==> src/hw/blt_pkg.sv <==
// Purpose: Constants for the fan motor lock protection and tach block
// Assumes: 100 MHz system clock
// Notes:   Times are in milliseconds; cycle counts derive from them
package blt_pkg;
  localparam int unsigned CLK_HZ          = 100_000_000;
  localparam int unsigned RUN_LOCK_MS     = 300;
  localparam int unsigned START_LOCK_MS   = 700;
  localparam int unsigned RESTART_ON_MS   = 700;
  localparam int unsigned SHORT_RATIO     = 5;
  localparam int unsigned LONG_RATIO      = 20;
  localparam int unsigned SHORT_OFF_COUNT = 4;
  localparam int unsigned PWM_HZ          = 48_000;
  localparam int unsigned MS_CYCLES       = CLK_HZ / 1000;
  localparam int unsigned PWM_PERIOD      = CLK_HZ / PWM_HZ;
  localparam int unsigned RUN_LOCK_CYC    = RUN_LOCK_MS * MS_CYCLES;
  localparam int unsigned START_LOCK_CYC  = START_LOCK_MS * MS_CYCLES;
  localparam int unsigned RESTART_ON_CYC  = RESTART_ON_MS * MS_CYCLES;
  localparam int unsigned TMR_W           = 32;
  localparam int unsigned DUTY_W          = 11;
  localparam int unsigned GAIN_NORMAL_SH  = 2;
  localparam int unsigned GAIN_LOW_SH     = 4;
  localparam logic [1:0]  ATT_MAX         = 2'h3;
endpackage : blt_pkg

==> src/hw/blt_pwm_gen.sv <==
// Purpose: Fixed carrier PWM generator
// Assumes: Period set by package constant
// Notes:   Output high while counter below duty
`timescale 1ns/100ps
module blt_pwm_gen
  import blt_pkg::*;
(
  // Clock and reset
  input  wire logic              sys_clk,
  input  wire logic              nrst,
  // Control
  input  wire logic [DUTY_W-1:0] duty,
  // Output
  output logic                   pwmOn
);
  // Carrier count needs more bits than the duty word
  localparam int unsigned CNT_W = $clog2(PWM_PERIOD);
  logic [CNT_W-1:0]  cnt_r;
  wire               wrap = (cnt_r == CNT_W'(PWM_PERIOD - 1));

  // [RULE5] carrier counter
  always_ff @(posedge sys_clk or negedge nrst)
  begin
    if (!nrst)
    begin
      cnt_r <= '0;
      pwmOn <= 1'b0;
    end
    else
    begin
      cnt_r <= wrap ? '0 : cnt_r + 1'b1;
      pwmOn <= (cnt_r < CNT_W'(duty));
    end
  end

  // [RULE5] counter stays in period
  property p_period;
    @(posedge sys_clk) disable iff (!nrst) cnt_r <= CNT_W'(PWM_PERIOD - 1);
  endproperty
  a_period : assert property (p_period) else $error("pwm counter over period"); // [RULE5]
endmodule : blt_pwm_gen

==> src/hw/blt_lock_ctrl.sv <==
// Purpose: Lock detection, auto restart, gate drive and rotation output
// Assumes: Hall and current comparator levels arrive asynchronously
// Notes:   Timers shorten via parameters for simulation
// Operation
// [RULE1] While running, a Hall period longer than the running lock time declares lock.
// [RULE2] At start-up, no Hall edge within the start-up lock time declares lock.
// [RULE3] The first four off intervals last five restart on periods, followed by an on attempt.
// [RULE4] From the fifth off interval the off time is twenty on periods, using an attempt counter.
// [RULE5] Gate outputs switch at a 48 kHz carrier from the system clock; the code switches only the high sides, the low sides follow Hall.
// [RULE6] The current comparator above the 0.10 V threshold activates the limiter.
// [RULE7] An active limiter puts the bridge into regeneration instead of drive.
// [RULE8] The tach variant outputs a pulse toggling with each Hall commutation.
// [RULE9] The lock variant outputs the lock detection state on the open-drain pin; the code enables the pin in every state but ST_RUN, so also in ST_START.
// [RULE10] Two loop gains are selectable; low gain slews duty slower.
// [RULE11] Rotation during a restart on period returns to drive and clears the attempt count.
`timescale 1ns/100ps
module blt_lock_ctrl
  import blt_pkg::*;
#(
  parameter int unsigned RUN_LOCK  = RUN_LOCK_CYC,
  parameter int unsigned STRT_LOCK = START_LOCK_CYC,
  parameter int unsigned ON_TIME   = RESTART_ON_CYC,
  parameter bit          LOCK_OUT  = 1'b0,
  parameter bit          LOW_GAIN  = 1'b0
)
(
  // Clock and reset
  input  wire logic              sys_clk,
  input  wire logic              nrst,
  // Sensors
  input  wire logic              hallIn,
  input  wire logic              ocCompIn,
  // Speed demand
  input  wire logic [DUTY_W-1:0] dutyTarget,
  // Gate drive
  output logic                   gateHighA,
  output logic                   gateLowA,
  output logic                   gateHighB,
  output logic                   gateLowB,
  // Rotation output, open drain
  output logic                   rotOut,
  output logic                   rotOe,
  // Status
  output logic                   lockActive
);
  typedef enum logic [3:0] {
    ST_START = 4'h1,
    ST_RUN   = 4'h2,
    ST_OFF   = 4'h4,
    ST_RETRY = 4'h8
  } blt_state_t;

  blt_state_t        state_r, state_nxt;
  logic [1:0]        hallSync_r, ocSync_r;
  logic              hallPrev_r, tach_r, overCurrent_r;
  logic [TMR_W-1:0]  tmr_r;
  logic [2:0]        attempts_r;
  logic [DUTY_W-1:0] duty_r;
  logic              pwmOn;

  // Smallest gap that still moves duty by a step
  localparam int unsigned SLEW_MIN = 1 << (LOW_GAIN ? GAIN_LOW_SH : GAIN_NORMAL_SH);

  wire hallS     = hallSync_r[1];
  wire hallEdge  = hallS ^ hallPrev_r;
  wire longOff   = attempts_r >= 3'(SHORT_OFF_COUNT);
  wire [TMR_W-1:0] offLimit = TMR_W'(ON_TIME * (longOff ? LONG_RATIO : SHORT_RATIO));
  wire runTo     = (state_r == ST_RUN) && (tmr_r >= TMR_W'(RUN_LOCK));
  wire startTo   = (state_r == ST_START) && (tmr_r >= TMR_W'(STRT_LOCK));
  wire offDone   = (state_r == ST_OFF) && (tmr_r >= offLimit - 1'b1);
  wire retryTo   = (state_r == ST_RETRY) && (tmr_r >= TMR_W'(ON_TIME));
  wire driving   = (state_r == ST_START) || (state_r == ST_RUN) || (state_r == ST_RETRY);
  wire [DUTY_W-1:0] gainSh = DUTY_W'(LOW_GAIN ? GAIN_LOW_SH : GAIN_NORMAL_SH);
  wire [DUTY_W-1:0] step   = (dutyTarget > duty_r) ? ((dutyTarget - duty_r) >> gainSh) : '0;
  wire [DUTY_W-1:0] stepDn = (duty_r > dutyTarget) ? ((duty_r - dutyTarget) >> gainSh) : '0;
  wire timerClr  = hallEdge || (state_r != state_nxt);

  // Lock state machine
  always_comb
  begin
    state_nxt = state_r;
    unique case (state_r)
      ST_START: if (hallEdge) state_nxt = ST_RUN;
                else if (startTo) state_nxt = ST_OFF;
      ST_RUN:   if (runTo) state_nxt = ST_OFF;
      ST_OFF:   if (offDone) state_nxt = ST_RETRY;
      ST_RETRY: if (hallEdge) state_nxt = ST_RUN;
                else if (retryTo) state_nxt = ST_OFF;
      default:  state_nxt = ST_START;
    endcase
  end

  always_ff @(posedge sys_clk or negedge nrst)
  begin
    if (!nrst)
    begin
      hallSync_r    <= '0;
      ocSync_r      <= '0;
      hallPrev_r    <= 1'b0;
      overCurrent_r <= 1'b0;
      state_r       <= ST_START;
      tmr_r         <= '0;
    end
    else
    begin
      hallSync_r    <= {hallSync_r[0], hallIn};
      ocSync_r      <= {ocSync_r[0], ocCompIn};
      hallPrev_r    <= hallS;
      // [RULE6] limiter from comparator
      overCurrent_r <= ocSync_r[1];
      // [RULE1] [RULE2] period timers
      state_r       <= state_nxt;
      tmr_r         <= timerClr ? '0 : tmr_r + 1'b1;
    end
  end

  // [RULE3] [RULE4] [RULE11] attempt counter
  always_ff @(posedge sys_clk or negedge nrst)
  begin
    if (!nrst)
      attempts_r <= '0;
    else if (state_r == ST_RETRY && hallEdge)
      attempts_r <= '0;
    else if (offDone && !longOff)
      attempts_r <= attempts_r + 1'b1;
  end

  // [RULE10] gain dependent duty slew
  always_ff @(posedge sys_clk or negedge nrst)
  begin
    if (!nrst)
      duty_r <= '0;
    else if (step != '0)
      duty_r <= duty_r + step;
    else if (stepDn != '0)
      duty_r <= duty_r - stepDn;
    else
      duty_r <= dutyTarget;
  end

  blt_pwm_gen u_pwm (
    .sys_clk (sys_clk),
    .nrst    (nrst),
    .duty    (duty_r),
    .pwmOn   (pwmOn)
  );

  // [RULE7] regeneration: both low sides on
  always_ff @(posedge sys_clk or negedge nrst)
  begin
    if (!nrst)
    begin
      gateHighA <= 1'b0;
      gateLowA  <= 1'b0;
      gateHighB <= 1'b0;
      gateLowB  <= 1'b0;
    end
    else if (!driving)
    begin
      gateHighA <= 1'b0;
      gateLowA  <= 1'b0;
      gateHighB <= 1'b0;
      gateLowB  <= 1'b0;
    end
    else if (overCurrent_r)
    begin
      gateHighA <= 1'b0;
      gateLowA  <= 1'b1;
      gateHighB <= 1'b0;
      gateLowB  <= 1'b1;
    end
    else
    begin
      // [RULE5] phase commutation with pwm
      gateHighA <= hallS && pwmOn;
      gateLowA  <= !hallS;
      gateHighB <= !hallS && pwmOn;
      gateLowB  <= hallS;
    end
  end

  // [RULE8] [RULE9] rotation output
  always_ff @(posedge sys_clk or negedge nrst)
  begin
    if (!nrst)
    begin
      tach_r     <= 1'b0;
      rotOut     <= 1'b0;
      rotOe      <= 1'b0;
      lockActive <= 1'b0;
    end
    else
    begin
      if (hallEdge)
        tach_r <= !tach_r;
      rotOut     <= 1'b0;
      rotOe      <= LOCK_OUT ? (state_nxt == ST_RUN ? 1'b0 : 1'b1) : !tach_r;
      lockActive <= (state_nxt == ST_OFF) || (state_nxt == ST_RETRY);
    end
  end

  property p_run_lock;
    @(posedge sys_clk) disable iff (!nrst) runTo |=> state_r == ST_OFF;
  endproperty
  a_run_lock : assert property (p_run_lock) else $error("run lock missed"); // [RULE1]

  property p_start_lock;
    @(posedge sys_clk) disable iff (!nrst) (startTo && !hallEdge) |=> state_r == ST_OFF;
  endproperty
  a_start_lock : assert property (p_start_lock) else $error("start lock missed"); // [RULE2]

  property p_short_off;
    @(posedge sys_clk) disable iff (!nrst)
      (state_r == ST_OFF && !longOff) |-> tmr_r < TMR_W'(ON_TIME * SHORT_RATIO);
  endproperty
  a_short_off : assert property (p_short_off) else $error("short off overran"); // [RULE3]

  property p_long_off;
    @(posedge sys_clk) disable iff (!nrst)
      (state_r == ST_OFF && attempts_r == 3'(SHORT_OFF_COUNT) && !hallEdge
       && tmr_r == TMR_W'(ON_TIME * SHORT_RATIO - 1)) |=> state_r == ST_OFF;
  endproperty
  a_long_off : assert property (p_long_off) else $error("long off not used"); // [RULE4]

  property p_off_quiet;
    @(posedge sys_clk) disable iff (!nrst)
      (state_r == ST_OFF) ##1 (state_r == ST_OFF) |-> !gateHighA && !gateHighB && !gateLowA && !gateLowB;
  endproperty
  a_off_quiet : assert property (p_off_quiet) else $error("outputs on during off"); // [RULE3]

  property p_regen;
    @(posedge sys_clk) disable iff (!nrst)
      (overCurrent_r && driving) |=> gateLowA && gateLowB && !gateHighA && !gateHighB;
  endproperty
  a_regen : assert property (p_regen) else $error("no regeneration"); // [RULE7]

  property p_oc_sense;
    @(posedge sys_clk) disable iff (!nrst) $rose(ocSync_r[1]) |=> overCurrent_r;
  endproperty
  a_oc_sense : assert property (p_oc_sense) else $error("limiter late"); // [RULE6]

  property p_recover;
    @(posedge sys_clk) disable iff (!nrst)
      (state_r == ST_RETRY && hallEdge) |=> state_r == ST_RUN && attempts_r == '0;
  endproperty
  a_recover : assert property (p_recover) else $error("no recovery"); // [RULE11]

  property p_tach;
    @(posedge sys_clk) disable iff (!nrst) (!LOCK_OUT && hallEdge) |=> ##1 rotOe != $past(rotOe);
  endproperty
  a_tach : assert property (p_tach) else $error("tach not toggled"); // [RULE8]

  property p_lock_pin;
    @(posedge sys_clk) disable iff (!nrst) (LOCK_OUT && state_r == ST_OFF) |-> rotOe;
  endproperty
  a_lock_pin : assert property (p_lock_pin) else $error("lock pin wrong"); // [RULE9]

  // [RULE10] partial slew step
  property p_gain;
    @(posedge sys_clk) disable iff (!nrst)
      (dutyTarget > duty_r && (dutyTarget - duty_r) > DUTY_W'(SLEW_MIN))
      |=> duty_r > $past(duty_r) && duty_r < $past(dutyTarget);
  endproperty
  a_gain : assert property (p_gain) else $error("duty slew wrong"); // [RULE10]

  c_lock    : cover property (@(posedge sys_clk) disable iff (!nrst) state_r == ST_OFF);
  c_recover : cover property (@(posedge sys_clk) disable iff (!nrst) state_r == ST_RETRY && hallEdge);
  c_long    : cover property (@(posedge sys_clk) disable iff (!nrst) state_r == ST_OFF && longOff);
  c_regen   : cover property (@(posedge sys_clk) disable iff (!nrst) overCurrent_r && driving);
endmodule : blt_lock_ctrl

==> config.mk <==
export PLATFORM = sky130hd
export DESIGN_NAME = blt_lock_ctrl
export DESIGN_NICKNAME = d
export VERILOG_FILES = /design/src/hw/blt_pkg.sv /design/src/hw/blt_pwm_gen.sv /design/src/hw/blt_lock_ctrl.sv
export SDC_FILE = /design/constraint.sdc
export NUM_CORES = 1
export LEC_CHECK = 0
export BUFFER_PORTS_ARGS = -buffer_cell sky130_fd_sc_hd__buf_2
export CORE_MARGIN = 2
export CORE_UTILIZATION = 55
export CTS_CLUSTER_DIAMETER = 60
export DETAILED_ROUTE_END_ITERATION = 12
export HOLD_SLACK_MARGIN = 0.02
export PLACE_DENSITY = 0.74
export SLEW_MARGIN = 20
export SYNTH_ARGS = -nofsm -noshare
export SYNTH_HDL_FRONTEND = slang
export SYNTH_SLANG_ARGS = --single-unit
==> constraint.sdc <==
create_clock -name sys_clk -period 8 [get_ports sys_clk]
set_input_delay 0.8 -clock sys_clk [delete_from_list [all_inputs] [get_ports sys_clk]]
set_output_delay 0.8 -clock sys_clk [all_outputs]
set_load 0.01 [all_outputs]
* Word level (Yosys, flattened, before mapping) *
Index checks and enable logic that the tools add are counted.

storage, ports and cells
  flip-flop bits (word level) = 76
  bits of input ports = 15
  output and inout port bits = 7
  logic and storage cells = 84

operators by class
  add/subtract/negate cells = 8
  $mul = 1
  magnitude comparators = 7
  eq/ne operators = 8
  muxes and demuxes = 24
  bitwise operators = 1
  reductions and logical operators = 18

operators by type and width
  cell                                                                      count
  32-bit by 1-bit adder with 32-bit output (second input constant)          1
  32-bit by 25-bit >= comparator with 1-bit output (second input constant)  1
  32-bit by 27-bit >= comparator with 1-bit output (second input constant)  1
  32-bit >= comparator                                                      1
  32-bit two-way mux                                                        1
  32-bit by 1-bit subtractor with 32-bit output (second input constant)     1
  20-bit by 5-bit multiplier with 25-bit output (first input constant)      1
  4-bit two-way mux                                                         6
  11-bit greater-than comparator                                            2
  11-bit two-way mux                                                        2
  11-bit nonzero test                                                       2
  11-bit subtractor                                                         2
  9-bit two-way mux                                                         2
  4-bit one-hot mux with 4 select lines                                     1
  12-bit by 1-bit adder with 12-bit output (second input constant)          1
  12-bit == test (second input constant)                                    1
  12-bit by 11-bit less-than comparator with 1-bit output                   1
  12-bit two-way mux                                                        1
  11-bit by 9-bit adder with 11-bit output                                  1
  11-bit by 9-bit subtractor with 11-bit output                             1
  4-bit by 3-bit == test with 1-bit output (second input constant)          2
  4-bit == test (second input constant)                                     2
  1-bit logical AND                                                         8
  1-bit two-way mux                                                         8
  other kinds (11)                                                          17

* Depth between registers and ports, before layout *
Gate-level depths: netlist of run 1.

  depth in word-level cells = 11
  depth in mapped cells = 20
  depth with buffers taken out = 19

* Cells and area by module *
Synthesis of run 1 repeated with hierarchy kept, for this count alone.

unflattened totals
  cell total of the unflattened synthesis = 750
  area, all modules = 6470.0 um2

modules (own cells, without submodules)
  module         instances  cells each  area an instance (um2)  sequential area each (um2)
  blt_lock_ctrl  1          665         5640.4                  1577.8
  blt_pwm_gen    1          85          829.5                   325.3

* Worst setup path after synthesis of run 1 *
Ideal clock, no wire load.

  kind = input to register
  from = input port dutyTarget[1]
  to = register duty_r[10]
  setup time = 0.087 ns
  arrival = 4.419 ns
  data required time = 7.913 ns
  path slack = 3.494 ns
  stages = 19
  path buffers = 0
  cells stage by stage = inv_1 ha_1 and2b_1 o31a_1 o21ai_2 a21boi_2 o221ai_2 nor3_1 ha_1 fa_1 a21o_1 a21oi_1 o21ai_0 a31oi_1 nor2b_1 o21ai_0 inv_1 a2bb2o_4 a211oi_2

on the way
  word-level cells in the longest chain between the ends = 5
  elaborated cells on any way between the ends = 12
  classes of those cells = add/sub (4); order compare (2); mux (4); reduce/logical (2)

ends and longest elaborated chain
  item                                                                                  RTL line                                    source
  from (decl)                                                                           blt_lock_ctrl.sv:34                         input wire logic [DUTY_W-1:0] dutyTarget,
  11-bit subtractor or 11-bit greater-than comparator (tied branches)                   blt_lock_ctrl.sv:75                         wire [DUTY_W-1:0] stepDn = (duty_r > dutyTarget) ? ((duty_r - dutyTarget) >> gainSh) : '0;
  9-bit two-way mux                                                                     blt_lock_ctrl.sv:75
  11-bit by 9-bit subtractor with 11-bit output or 11-bit nonzero test (tied branches)  blt_lock_ctrl.sv:136, blt_lock_ctrl.sv:135
  11-bit two-way mux                                                                    blt_lock_ctrl.sv:135                        else if (stepDn != '0)
  11-bit two-way mux (*)                                                                blt_lock_ctrl.sv:133                        else if (step != '0)
  to (signal assigned)                                                                  blt_lock_ctrl.sv:134                        duty_r <= duty_r + step;
  to (signal assigned)                                                                  blt_lock_ctrl.sv:136                        duty_r <= duty_r - stepDn;
  to (signal assigned)                                                                  blt_lock_ctrl.sv:138                        duty_r <= dutyTarget;
  to (decl)                                                                             blt_lock_ctrl.sv:58                         logic [DUTY_W-1:0] duty_r;

Mark *: on every way between the ends. The rest lies on a longest branch, timed or not.
A chain may end at the register's enable or synchronous reset.

* Worst setup path after layout of run 1 *
Same ends and word-level chain as after synthesis.

==> impl_metrics.json, run 1 <==
{
  "ctsLongestPathBuffers": 2,
  "antenna_found_initial": 0,
  "busiest_layer": "met2",
  "dieArea_um2": 12900,
  "crit_arrival_ns": 4.98,
  "hold_class": "reg -> reg",
  "drc_errors": 0,
  "place_hpwl_um": 10500,
  "setup_tns_ns": 0,
  "netlist_area_um2": 6590,
  "drv_slew": 0,
  "synthToLayoutAreaGrowth_pct": 6.61,
  "drtIter0Drc": 349,
  "p_total_mw": 2.54,
  "syn_nets": 801,
  "grt_setup_unrepaired": "no",
  "synth_top_area_frac": 0.285,
  "met2_usage": 0.392,
  "grt.met1_usage": 0.296,
  "diodes": 0,
  "cts_sinks": 76,
  "ys_ff_latch": 76,
  "yosysSeqAreaShare": 0.289,
  "timing_worst_setup_path_type": "in -> reg",
  "synth_cells": 712,
  "synth_common_cells": "75 x dfrtp_1, 72 x ha_1, 59 x nor2_1",
  "maxSlewHeadroom": 0.380,
  "fillCellCount": 999,
  "cts_made_buffers": 9,
  "use_met3": 0.0632,
  "clock.fmax_mhz": 212,
  "synth_most_common_cell": "dfrtp_1",
  "finalSetupViolations": 0,
  "routed_wl_um": 14000,
  "async_flop_share": 1.00,
  "die_y_um": 113,
  "clk_pin_slew_ns": 0.06,
  "num_rows": 39,
  "cp.required_ns": 8.26,
  "cts_resized": 0,
  "cts_setup_buffers": 0,
  "hold_ws_ns": 0.351,
  "detailroute.via_count": 5145,
  "core_um2": 11600,
  "grt_pass1_wl_um": 24300,
  "fin_crit_ns": 4.72,
  "grt_use_total": 0.236,
  "syn_area_per_cell_um2": 9.25,
  "status": "complete, no violations",
  "period_share": 0.590,
  "max_cap_violations": 0,
  "drtAntennaViolNets": 0,
  "yosys-top-cells-area": "dfrtp_1 29%, ha_1 14%, xor2_1 5.1%, nor2_4 4.8%, xnor2_1 4.4%",
  "dr.pass1.iters": 5,
  "grt_overflow": 0,
  "ctsHoldBuffers": 0,
  "synth_top_cell_by_area": "dfrtp_1",
  "grt_pass1_vias": 5130,
  "skew_ns": 0.00614,
  "num-nets-final": 808,
  "synthDistinctLibCells": 86,
  "cp_max_fo": 10,
  "final_core_util": 0.607,
  "io-pin-count": 22,
  "p_leak_nw": 3.17,
  "cp-end-kind": "flop",
  "synth_ff_type": "dfrtp_1",
  "grt_max_degree": 77,
  "yosys_warnings": 0,
  "synth_edf_count": 0,
  "drt-wirelength-per-cell_um": 16.1,
  "p_per_area_nw_per_um2": 362,
  "vdd_ir_drop_max_v": 0.000271,
  "place.gp.congestion": 0.916,
  "port_buffers": 20,
  "finalHoldViolations": 0,
  "ctsRootBufferMaster": "clkbuf_16",
  "worst_pin_slew_ns": 0.930,
  "clk-insertion-delay-late_ns": 0.35,
  "fp.dieW_um": 113,
  "via_per_inst": 5.93,
  "htreeDepth": 3,
  "drive_gt1_frac": 0.141,
  "start_util": 0.569,
  "cts_tree": "yes",
  "critPathLaunchType": "primary input"
}
placed cells by master (no fill, tap or decap), drive strengths merged, types with 3 or more instances in the layout:
cell	count
and3	13
dfrtp	75
nand4	13
nand4b	3
inv	48
a21oi	37
clkbuf	9
nand2b	8
or2	5
a31oi	5
or4	4
o31a	3
nand3	28
a21o	13
nor4	7
ha	72
a221oi	3
nand2	36
nand3b	5
or4b	3
and2	6
xnor2	33
o21ai	28
mux2i	7
a211o	3
a211oi	8
nor2b	7
or3	7
xor2	38
nor3	23
nor2	89
o211ai	6
buf	22
a21boi	5
o31ai	4
o21a	6
nor4b	5
worst max-delay path: stages:
cell and delay (ns):
buf_2 0.09, inv_1 0.05, ha_1 0.31, and2b_1 0.22, o31a_1 0.33, o21ai_2 0.25, a21boi_2 0.12, o221ai_2 0.44
nor3_1 0.11, ha_1 0.23, fa_1 0.42, a21o_1 0.18, a21oi_1 0.26, o21ai_0 0.12, a31oi_1 0.25, nor2b_1 0.07
o21ai_0 0.22, inv_1 0.09, a2bb2o_4 0.23, a211oi_2 0.21
state kept, by name, summed over array words and instances, names as in the netlist, 2 cells and up:
name and cells:
duty_r 11, hallSync_r 2, ocSync_r 2, u_pwm.cnt_r 12, attempts_r 3, tmr_r 32, state_r 4
path summary, 6_finish.rpt:
| path | from | end | slack [ns] | cells past startpoint |
|---|---|---|---|---|
| setup / recovery | dutyTarget[1] | duty_r[10]$_DFF_PN0_ | 3.28 | 20 |
| hold / removal | hallSync_r[0]$_DFF_PN0_ | hallSync_r[1]$_DFF_PN0_ | 0.35 | 0 |
| setup reg to reg | duty_r[1]$_DFF_PN0_ | duty_r[10]$_DFF_PN0_ | 3.40 | 18 |
| hold reg to reg | hallSync_r[0]$_DFF_PN0_ | hallSync_r[1]$_DFF_PN0_ | 0.35 | 0 |
| max in group asynchronous | nrst | duty_r[1]$_DFF_PN0_ | 6.80 | 1 |
| min in group asynchronous | nrst | gateHighB$_DFF_PN0_ | 0.59 | 1 |
routing by layer:
| metal | up-vias | part of all wire |
|---|---|---|
| met5 | - | 0 |
| li1 | 2528 | - |
| met3 | 29 | 0.048 |
| met2 | 118 | 0.48 |
| met1 | 2470 | 0.45 |
| met4 | 0 | 0.029 |
cells by family after synthesis:
kind of cell | count (synthesis) | synth area share
AO/OA/AOI/OAI | 141 | 0.158
other | 1 | 0.000569
adder cells (fa/ha/maj) | 74 | 0.143
buffers and inverters | 72 | 0.0543
XOR/XNOR | 71 | 0.0944
flip-flops | 76 | 0.289
AND/OR/NAND/NOR | 268 | 0.246
multiplexers | 9 | 0.0141
area by class of cell:
cell class              instances  area [µm²]  area share
multi-input cells             564        4320       0.616
flip-flops and latches         76        1900       0.271
clock buffers                   9         225      0.0321
well taps                     143         179      0.0255
inverters                      46         173      0.0246
repair buffers                 22         118      0.0168
clock inverters                 7        98.8      0.0141
per-stage QoR:
step                setup WS, ns  instances  area [µm²]
floorplan                   3.49        712        6590
CTS                         3.34        867        7020
global placement            3.11        851        6700
detailed placement          2.97        851        6700
finish                      3.28        867        7020
global route                2.91        867        7020
power breakdown:
part	switching (mW)	internal (mW)
clock network	0.165	0.275
logic	0.934	0.658
registers	0.0664	0.443
(Power assumes the default switching activity.)
==> run 2: changes to the inputs <==
clock period = 4.4 ns   (was 8 ns; I/O delays follow)
==> impl_metrics.json, run 2 (synthesis gave the netlist of run 1 again) <==
{
  "vdd_ir_drop_max_v": 0.000503,
  "drc_errors": 0,
  "htreeDepth": 3,
  "cp-end-kind": "flop",
  "fillCellCount": 948,
  "grt_pass1_wl_um": 24200,
  "drt-wirelength-per-cell_um": 16.4,
  "io-pin-count": 22,
  "ctsLongestPathBuffers": 2,
  "p_leak_nw": 3.25,
  "finalSetupViolations": 0,
  "synthToLayoutAreaGrowth_pct": 8.74,
  "drv_slew": 0,
  "dieArea_um2": 12900,
  "p_total_mw": 4.81,
  "status": "complete, no violations",
  "fin_cells": 882,
  "p_per_area_nw_per_um2": 672,
  "clk-insertion-delay-late_ns": 0.35,
  "routed_wl_um": 14500,
  "core_um2": 11600,
  "r2r_cells": 18,
  "detailroute.via_count": 5274,
  "cp_max_fo": 5,
  "period_share": 0.956,
  "num-nets-final": 823,
  "grt_overflow": 0,
  "fin_crit_ns": 4.21,
  "clk_pin_slew_ns": 0.06,
  "hold_end": "hallSync_r[0]$_DFF_PN0_",
  "skew_ns": 0.0108,
  "cts_tree": "yes",
  "maxSlewHeadroom": 0.346,
  "cp.required_ns": 4.66,
  "fp.dieW_um": 113,
  "dr.pass1.iters": 5,
  "diodes": 0,
  "p_seq_frac": 0.194,
  "cts_made_buffers": 9,
  "antenna_found_initial": 0,
  "ctsHoldBuffers": 0,
  "p_clk_frac": 0.163,
  "drtIter0Drc": 312,
  "regMostFlops": "tmr_r",
  "crit_buf_inv": 1,
  "r2r_end": "duty_r[10]$_DFF_PN0_",
  "largest_reg_flops": 32,
  "r2r_slack_ns": 0.19,
  "crit_chain": "ha_1, and2b_1, o31a_1, o21ai_2, a21boi_2, o221ai_2, nor3_1, ha_1, fa_1, a21o_1, a21oi_1, o21ai_0, a31oi_1, nor2b_1, o21ai_0, inv_1, a2bb2o_4, a211oi_2",
  "timing_worst_setup_path_type": "reg -> reg",
  "num_rows": 39,
  "worst_pin_slew_ns": 0.981,
  "intPower_mw": 2.63,
  "path_delay_family": "compound AO/OA/AOI/OAI gates",
  "p_sw_mw": 2.18,
  "hold_depth": 1,
  "start_util": 0.569,
  "placed_cells": 863,
  "place_hpwl_um": 11000,
  "combinationalPowerShare": 0.643,
  "critPathLaunchType": "flop",
  "via_per_inst": 5.98,
  "clock.fmax_mhz": 238,
  "grt_use_total": 0.234,
  "drtAntennaViolNets": 0,
  "hold_class": "in -> reg",
  "slowest_delay_ns": 0.46,
  "swShare": 0.454,
  "finalHoldViolations": 0,
  "port_buffers": 20,
  "r2r_start": "duty_r[1]$_DFF_PN0_",
  "cts_sinks": 76,
  "ctsRootBufferMaster": "clkbuf_16",
  "hold_ws_ns": 0.201,
  "grt_max_degree": 77,
  "crit_arrival_ns": 4.47,
  "setup_ws_ns": 0.192,
  "hp-start": "hallIn",
  "drive_gt1_frac": 0.165,
  "place_ws_ns": -0.0267,
  "place.gp.congestion": 0.950,
  "reg.largest.list": "tmr_r x32, u_pwm.cnt_r x12, duty_r x11",
  "die_y_um": 113,
  "grt_pass1_vias": 5260,
  "cp_slowest_cell": "dfrtp_2",
  "final_common_cell": "dfrtp_1",
  "max_cap_violations": 0,
  "final_cell_mix": "74 x dfrtp_1, 70 x ha_1, 59 x nor2_1",
  "setup_tns_ns": 0
}
==> run 2: repair_timing <==
action                                  in CTS  in global routing
gates resized for setup                      0                  7
endpoints found under the setup margin       0                  2
setup buffers                                0                  3
==> run 2: layer usage <==
layer,GRT usage,up-vias,routed length [µm]
li1,-,2567,-
met1,0.289,2523,6240
met2,0.398,154,7130
met3,0.0563,30,766
met4,0.0878,0,329
met5,0,-,0
==> run 2: how the worst max path moves through the flow <==
stage | from | to | slack [ns] | cells past startpoint
finish | duty_r[1]$_DFF_PN0_ | duty_r[10]$_DFF_PN0_ | 0.19 | 18
global route | duty_r[1]$_DFF_PN0_ | duty_r[10]$_DFF_PN0_ | -0.02 | 18
global placement | dutyTarget[1] | duty_r[10]$_DFF_PN0_ | 0.08 | 20
floorplan | dutyTarget[1] | duty_r[10]$_DFF_PN0_ | 0.25 | 19
detailed placement | dutyTarget[1] | duty_r[10]$_DFF_PN0_ | -0.03 | 20
CTS | duty_r[1]$_DFF_PN0_ | duty_r[10]$_DFF_PN0_ | 0.07 | 18
==> run 2: cell type report <==
| class | count | area [µm²] | area share |
|---|---|---|---|
| Multi-Input combinational cell | 564 | 4350 | 0.607 |
| Timing Repair Buffer | 37 | 243 | 0.0339 |
| Inverter | 46 | 173 | 0.0241 |
| Tap cell | 143 | 179 | 0.0250 |
| Clock inverter | 7 | 91.3 | 0.0128 |
| Sequential cell | 76 | 1900 | 0.266 |
| Clock buffer | 9 | 225 | 0.0315 |
==> run 2: worst register-to-register path, delay by kind of cell, from the launching register on <==
kind	cells	cell delay (ns)
flops	1	0.46
buf+inv	1	0.09
compound gates	11	2.26
fa+ha+maj	3	0.96
simple gates	3	0.37
==> run 2: power groups by stage <==
stage	clock [mW]	combinational, mW	sequential (mW)
2_1_floorplan	0	2.34	0.891
3_3_place_gp	0	2.88	0.940
3_5_place_dp	0	2.96	0.940
4_1_cts	0.801	2.99	0.930
5_1_grt	0.828	3.39	0.944
6_report	0.785	3.09	0.933
==> run 2: stage by stage <==
stage               area (µm²)  utilization
floorplan                 6590            -
global placement          6800        0.588
detailed placement        6800        0.588
CTS                       7120        0.615
global route              7160        0.619
finish                    7160        0.619
==> run 3: changes to the inputs <==
CORE_MARGIN = default   (was 2)
CORE_UTILIZATION = 40   (was 55)
PLACE_DENSITY = 0.57   (was 0.74)
==> impl_metrics.json, run 3 (synthesis gave the netlist of run 1 again) <==
{
  "place.gp.congestion": 0.902,
  "slowest_delay_ns": 0.59,
  "hold_depth": 1,
  "reg.largest.list": "tmr_r x32, u_pwm.cnt_r x12, duty_r x11",
  "cp_slowest_cell": "or4_4",
  "num-nets-final": 825,
  "drive_gt1_frac": 0.166,
  "period_share": 0.944,
  "port_buffers": 20,
  "r2r_slack_ns": 0.25,
  "via_per_inst": 5.37,
  "fillCellCount": 1607,
  "grt_overflow": 0,
  "ctsLongestPathBuffers": 2,
  "io-pin-count": 22,
  "detailroute.via_count": 5143,
  "cp.depth": 16,
  "diodes": 0,
  "vdd_ir_drop_max_v": 0.000371,
  "drv_slew": 0,
  "dieArea_um2": 17000,
  "timing_worst_setup_path_type": "reg -> reg",
  "cp-end-kind": "flop",
  "synthToLayoutAreaGrowth_pct": 11.0,
  "p_per_area_nw_per_um2": 656,
  "hp-start": "hallIn",
  "die_y_um": 130,
  "finalSetupViolations": 0,
  "clk-insertion-delay-late_ns": 0.33,
  "combinationalPowerShare": 0.634,
  "crit_path_frequent_cell": "a21o_1",
  "largest_reg_flops": 32,
  "grt_max_degree": 77,
  "cp.required_ns": 4.65,
  "ctsRootBufferMaster": "clkbuf_16",
  "cts_sinks": 76,
  "final_area_um2": 7310,
  "worst_pin_slew_ns": 1.06,
  "grt_setup_unrepaired": "no",
  "fin_crit_ns": 4.15,
  "cts_tree": "yes",
  "htreeDepth": 3,
  "dr.pass1.iters": 5,
  "clk_pin_slew_ns": 0.06,
  "maxSlewHeadroom": 0.295,
  "num_rows": 46,
  "regMostFlops": "tmr_r",
  "drc_errors": 0,
  "placed_area_um2": 6900,
  "p_sw_mw": 2.15,
  "critPathLaunchType": "flop",
  "path_delay_family": "simple AND/OR/NAND/NOR gates",
  "grt_pass1_wl_um": 24100,
  "swShare": 0.449,
  "r2r_cells": 16,
  "crit_buf_inv": 0,
  "setup_tns_ns": 0,
  "finalHoldViolations": 0,
  "drt-wirelength-per-cell_um": 15.4,
  "hold_class": "in -> reg",
  "antenna_found_initial": 0,
  "cp_max_fo": 11,
  "place_hpwl_um": 11100,
  "r2r_start": "duty_r[7]$_DFF_PN0_",
  "skew_ns": 0.00612,
  "final_cell_mix": "74 x dfrtp_1, 71 x ha_1, 59 x nor2_1",
  "clock.fmax_mhz": 241,
  "status": "complete, no violations",
  "start_util": 0.412,
  "drtIter0Drc": 288,
  "p_seq_frac": 0.195,
  "final_common_cell": "dfrtp_1",
  "final_core_util": 0.457,
  "crit_arrival_ns": 4.40,
  "hold_end": "hallSync_r[0]$_DFF_PN0_",
  "intPower_mw": 2.64,
  "r2r_end": "duty_r[10]$_DFF_PN0_",
  "p_leak_nw": 3.27,
  "core_um2": 16000,
  "routed_wl_um": 14700,
  "max_cap_violations": 0,
  "drtAntennaViolNets": 0,
  "p_clk_frac": 0.171,
  "cts_made_buffers": 9,
  "grt_use_total": 0.181,
  "fp.dieW_um": 130,
  "crit_chain": "ha_2, nand4_2, or4_4, and2_1, a21oi_2, nor3b_1, ha_1, fa_1, nor2b_1, o31a_1, o21ai_0, nand2b_1, a21o_1, a21o_1, a2bb2o_4, a211oi_2",
  "grt_pass1_vias": 4855
}
[run 3: per-layer routing]
metal	part of all wire	vias to the layer above	GRT usage
li1	-	2571	-
met1	0.48	2475	0.246
met2	0.48	89	0.301
met3	0.023	8	0.0271
met4	0.0076	0	0.0458
met5	0	-	0
[run 3: worst reg2reg max path: cells and delay by family (launching register included)]
kind	cells	cell delay, ns
compound gates	7	1.22
flops	1	0.41
simple gates	6	1.34
fa+ha+maj	3	1.11
[run 3: power groups by stage]
stage / combinational, mW / sequential, mW / clock, mW
final: 3.04 / 0.935 / 0.819
after global routing: 3.36 / 0.947 / 0.869
after CTS: 2.99 / 0.932 / 0.843
after detailed placement: 2.97 / 0.942 / 0
after global placement: 2.93 / 0.940 / 0
after floorplan: 2.34 / 0.891 / 0
[run 3: what timing repair did]
| item | 4_1_cts | 5_1_grt |
|---|---|---|
| hold buffers | 0 | 1 |
| endpoints found under the setup margin | 0 | 4 |
| resized for setup | 0 | 7 |
| buffers inserted | 0 | 2 |
| endpoints found under the hold margin | 0 | 18 |
[run 3: cell type report]
| class | instances | area (µm²) | share of cell area |
|---|---|---|---|
| Multi-Input combinational cell | 564 | 4350 | 0.595 |
| Sequential cell | 76 | 1900 | 0.260 |
| Timing Repair Buffer | 39 | 280 | 0.0383 |
| Tap cell | 216 | 270 | 0.0370 |
| Clock buffer | 10 | 239 | 0.0327 |
| Inverter | 46 | 173 | 0.0236 |
| Clock inverter | 6 | 93.8 | 0.0128 |
[run 3: stage by stage]
| step | setup slack, ns | hold WS [ns] | std cells | total power, mW |
|---|---|---|---|---|
| floorplan | 0.254 | 0.144 | 712 | 3.23 |
| global placement | 0.113 | 0.337 | 937 | 3.87 |
| detailed placement | 0.0404 | 0.335 | 937 | 3.91 |
| CTS | 0.0874 | 0.197 | 953 | 4.76 |
| global route | 0.0268 | 0.200 | 957 | 5.18 |
| finish | 0.247 | 0.212 | 957 | 4.79 |
[run 3: worst max-delay path by stage]
stage	from	endpoint	slack [ns]
final	duty_r[7]$_DFF_PN0_	duty_r[10]$_DFF_PN0_	0.25
after global routing	duty_r[4]$_DFF_PN0_	duty_r[9]$_DFF_PN0_	0.03
after CTS	duty_r[1]$_DFF_PN0_	duty_r[10]$_DFF_PN0_	0.09
after detailed placement	dutyTarget[1]	duty_r[10]$_DFF_PN0_	0.04
after global placement	dutyTarget[7]	duty_r[10]$_DFF_PN0_	0.11
after floorplan	dutyTarget[1]	duty_r[10]$_DFF_PN0_	0.25
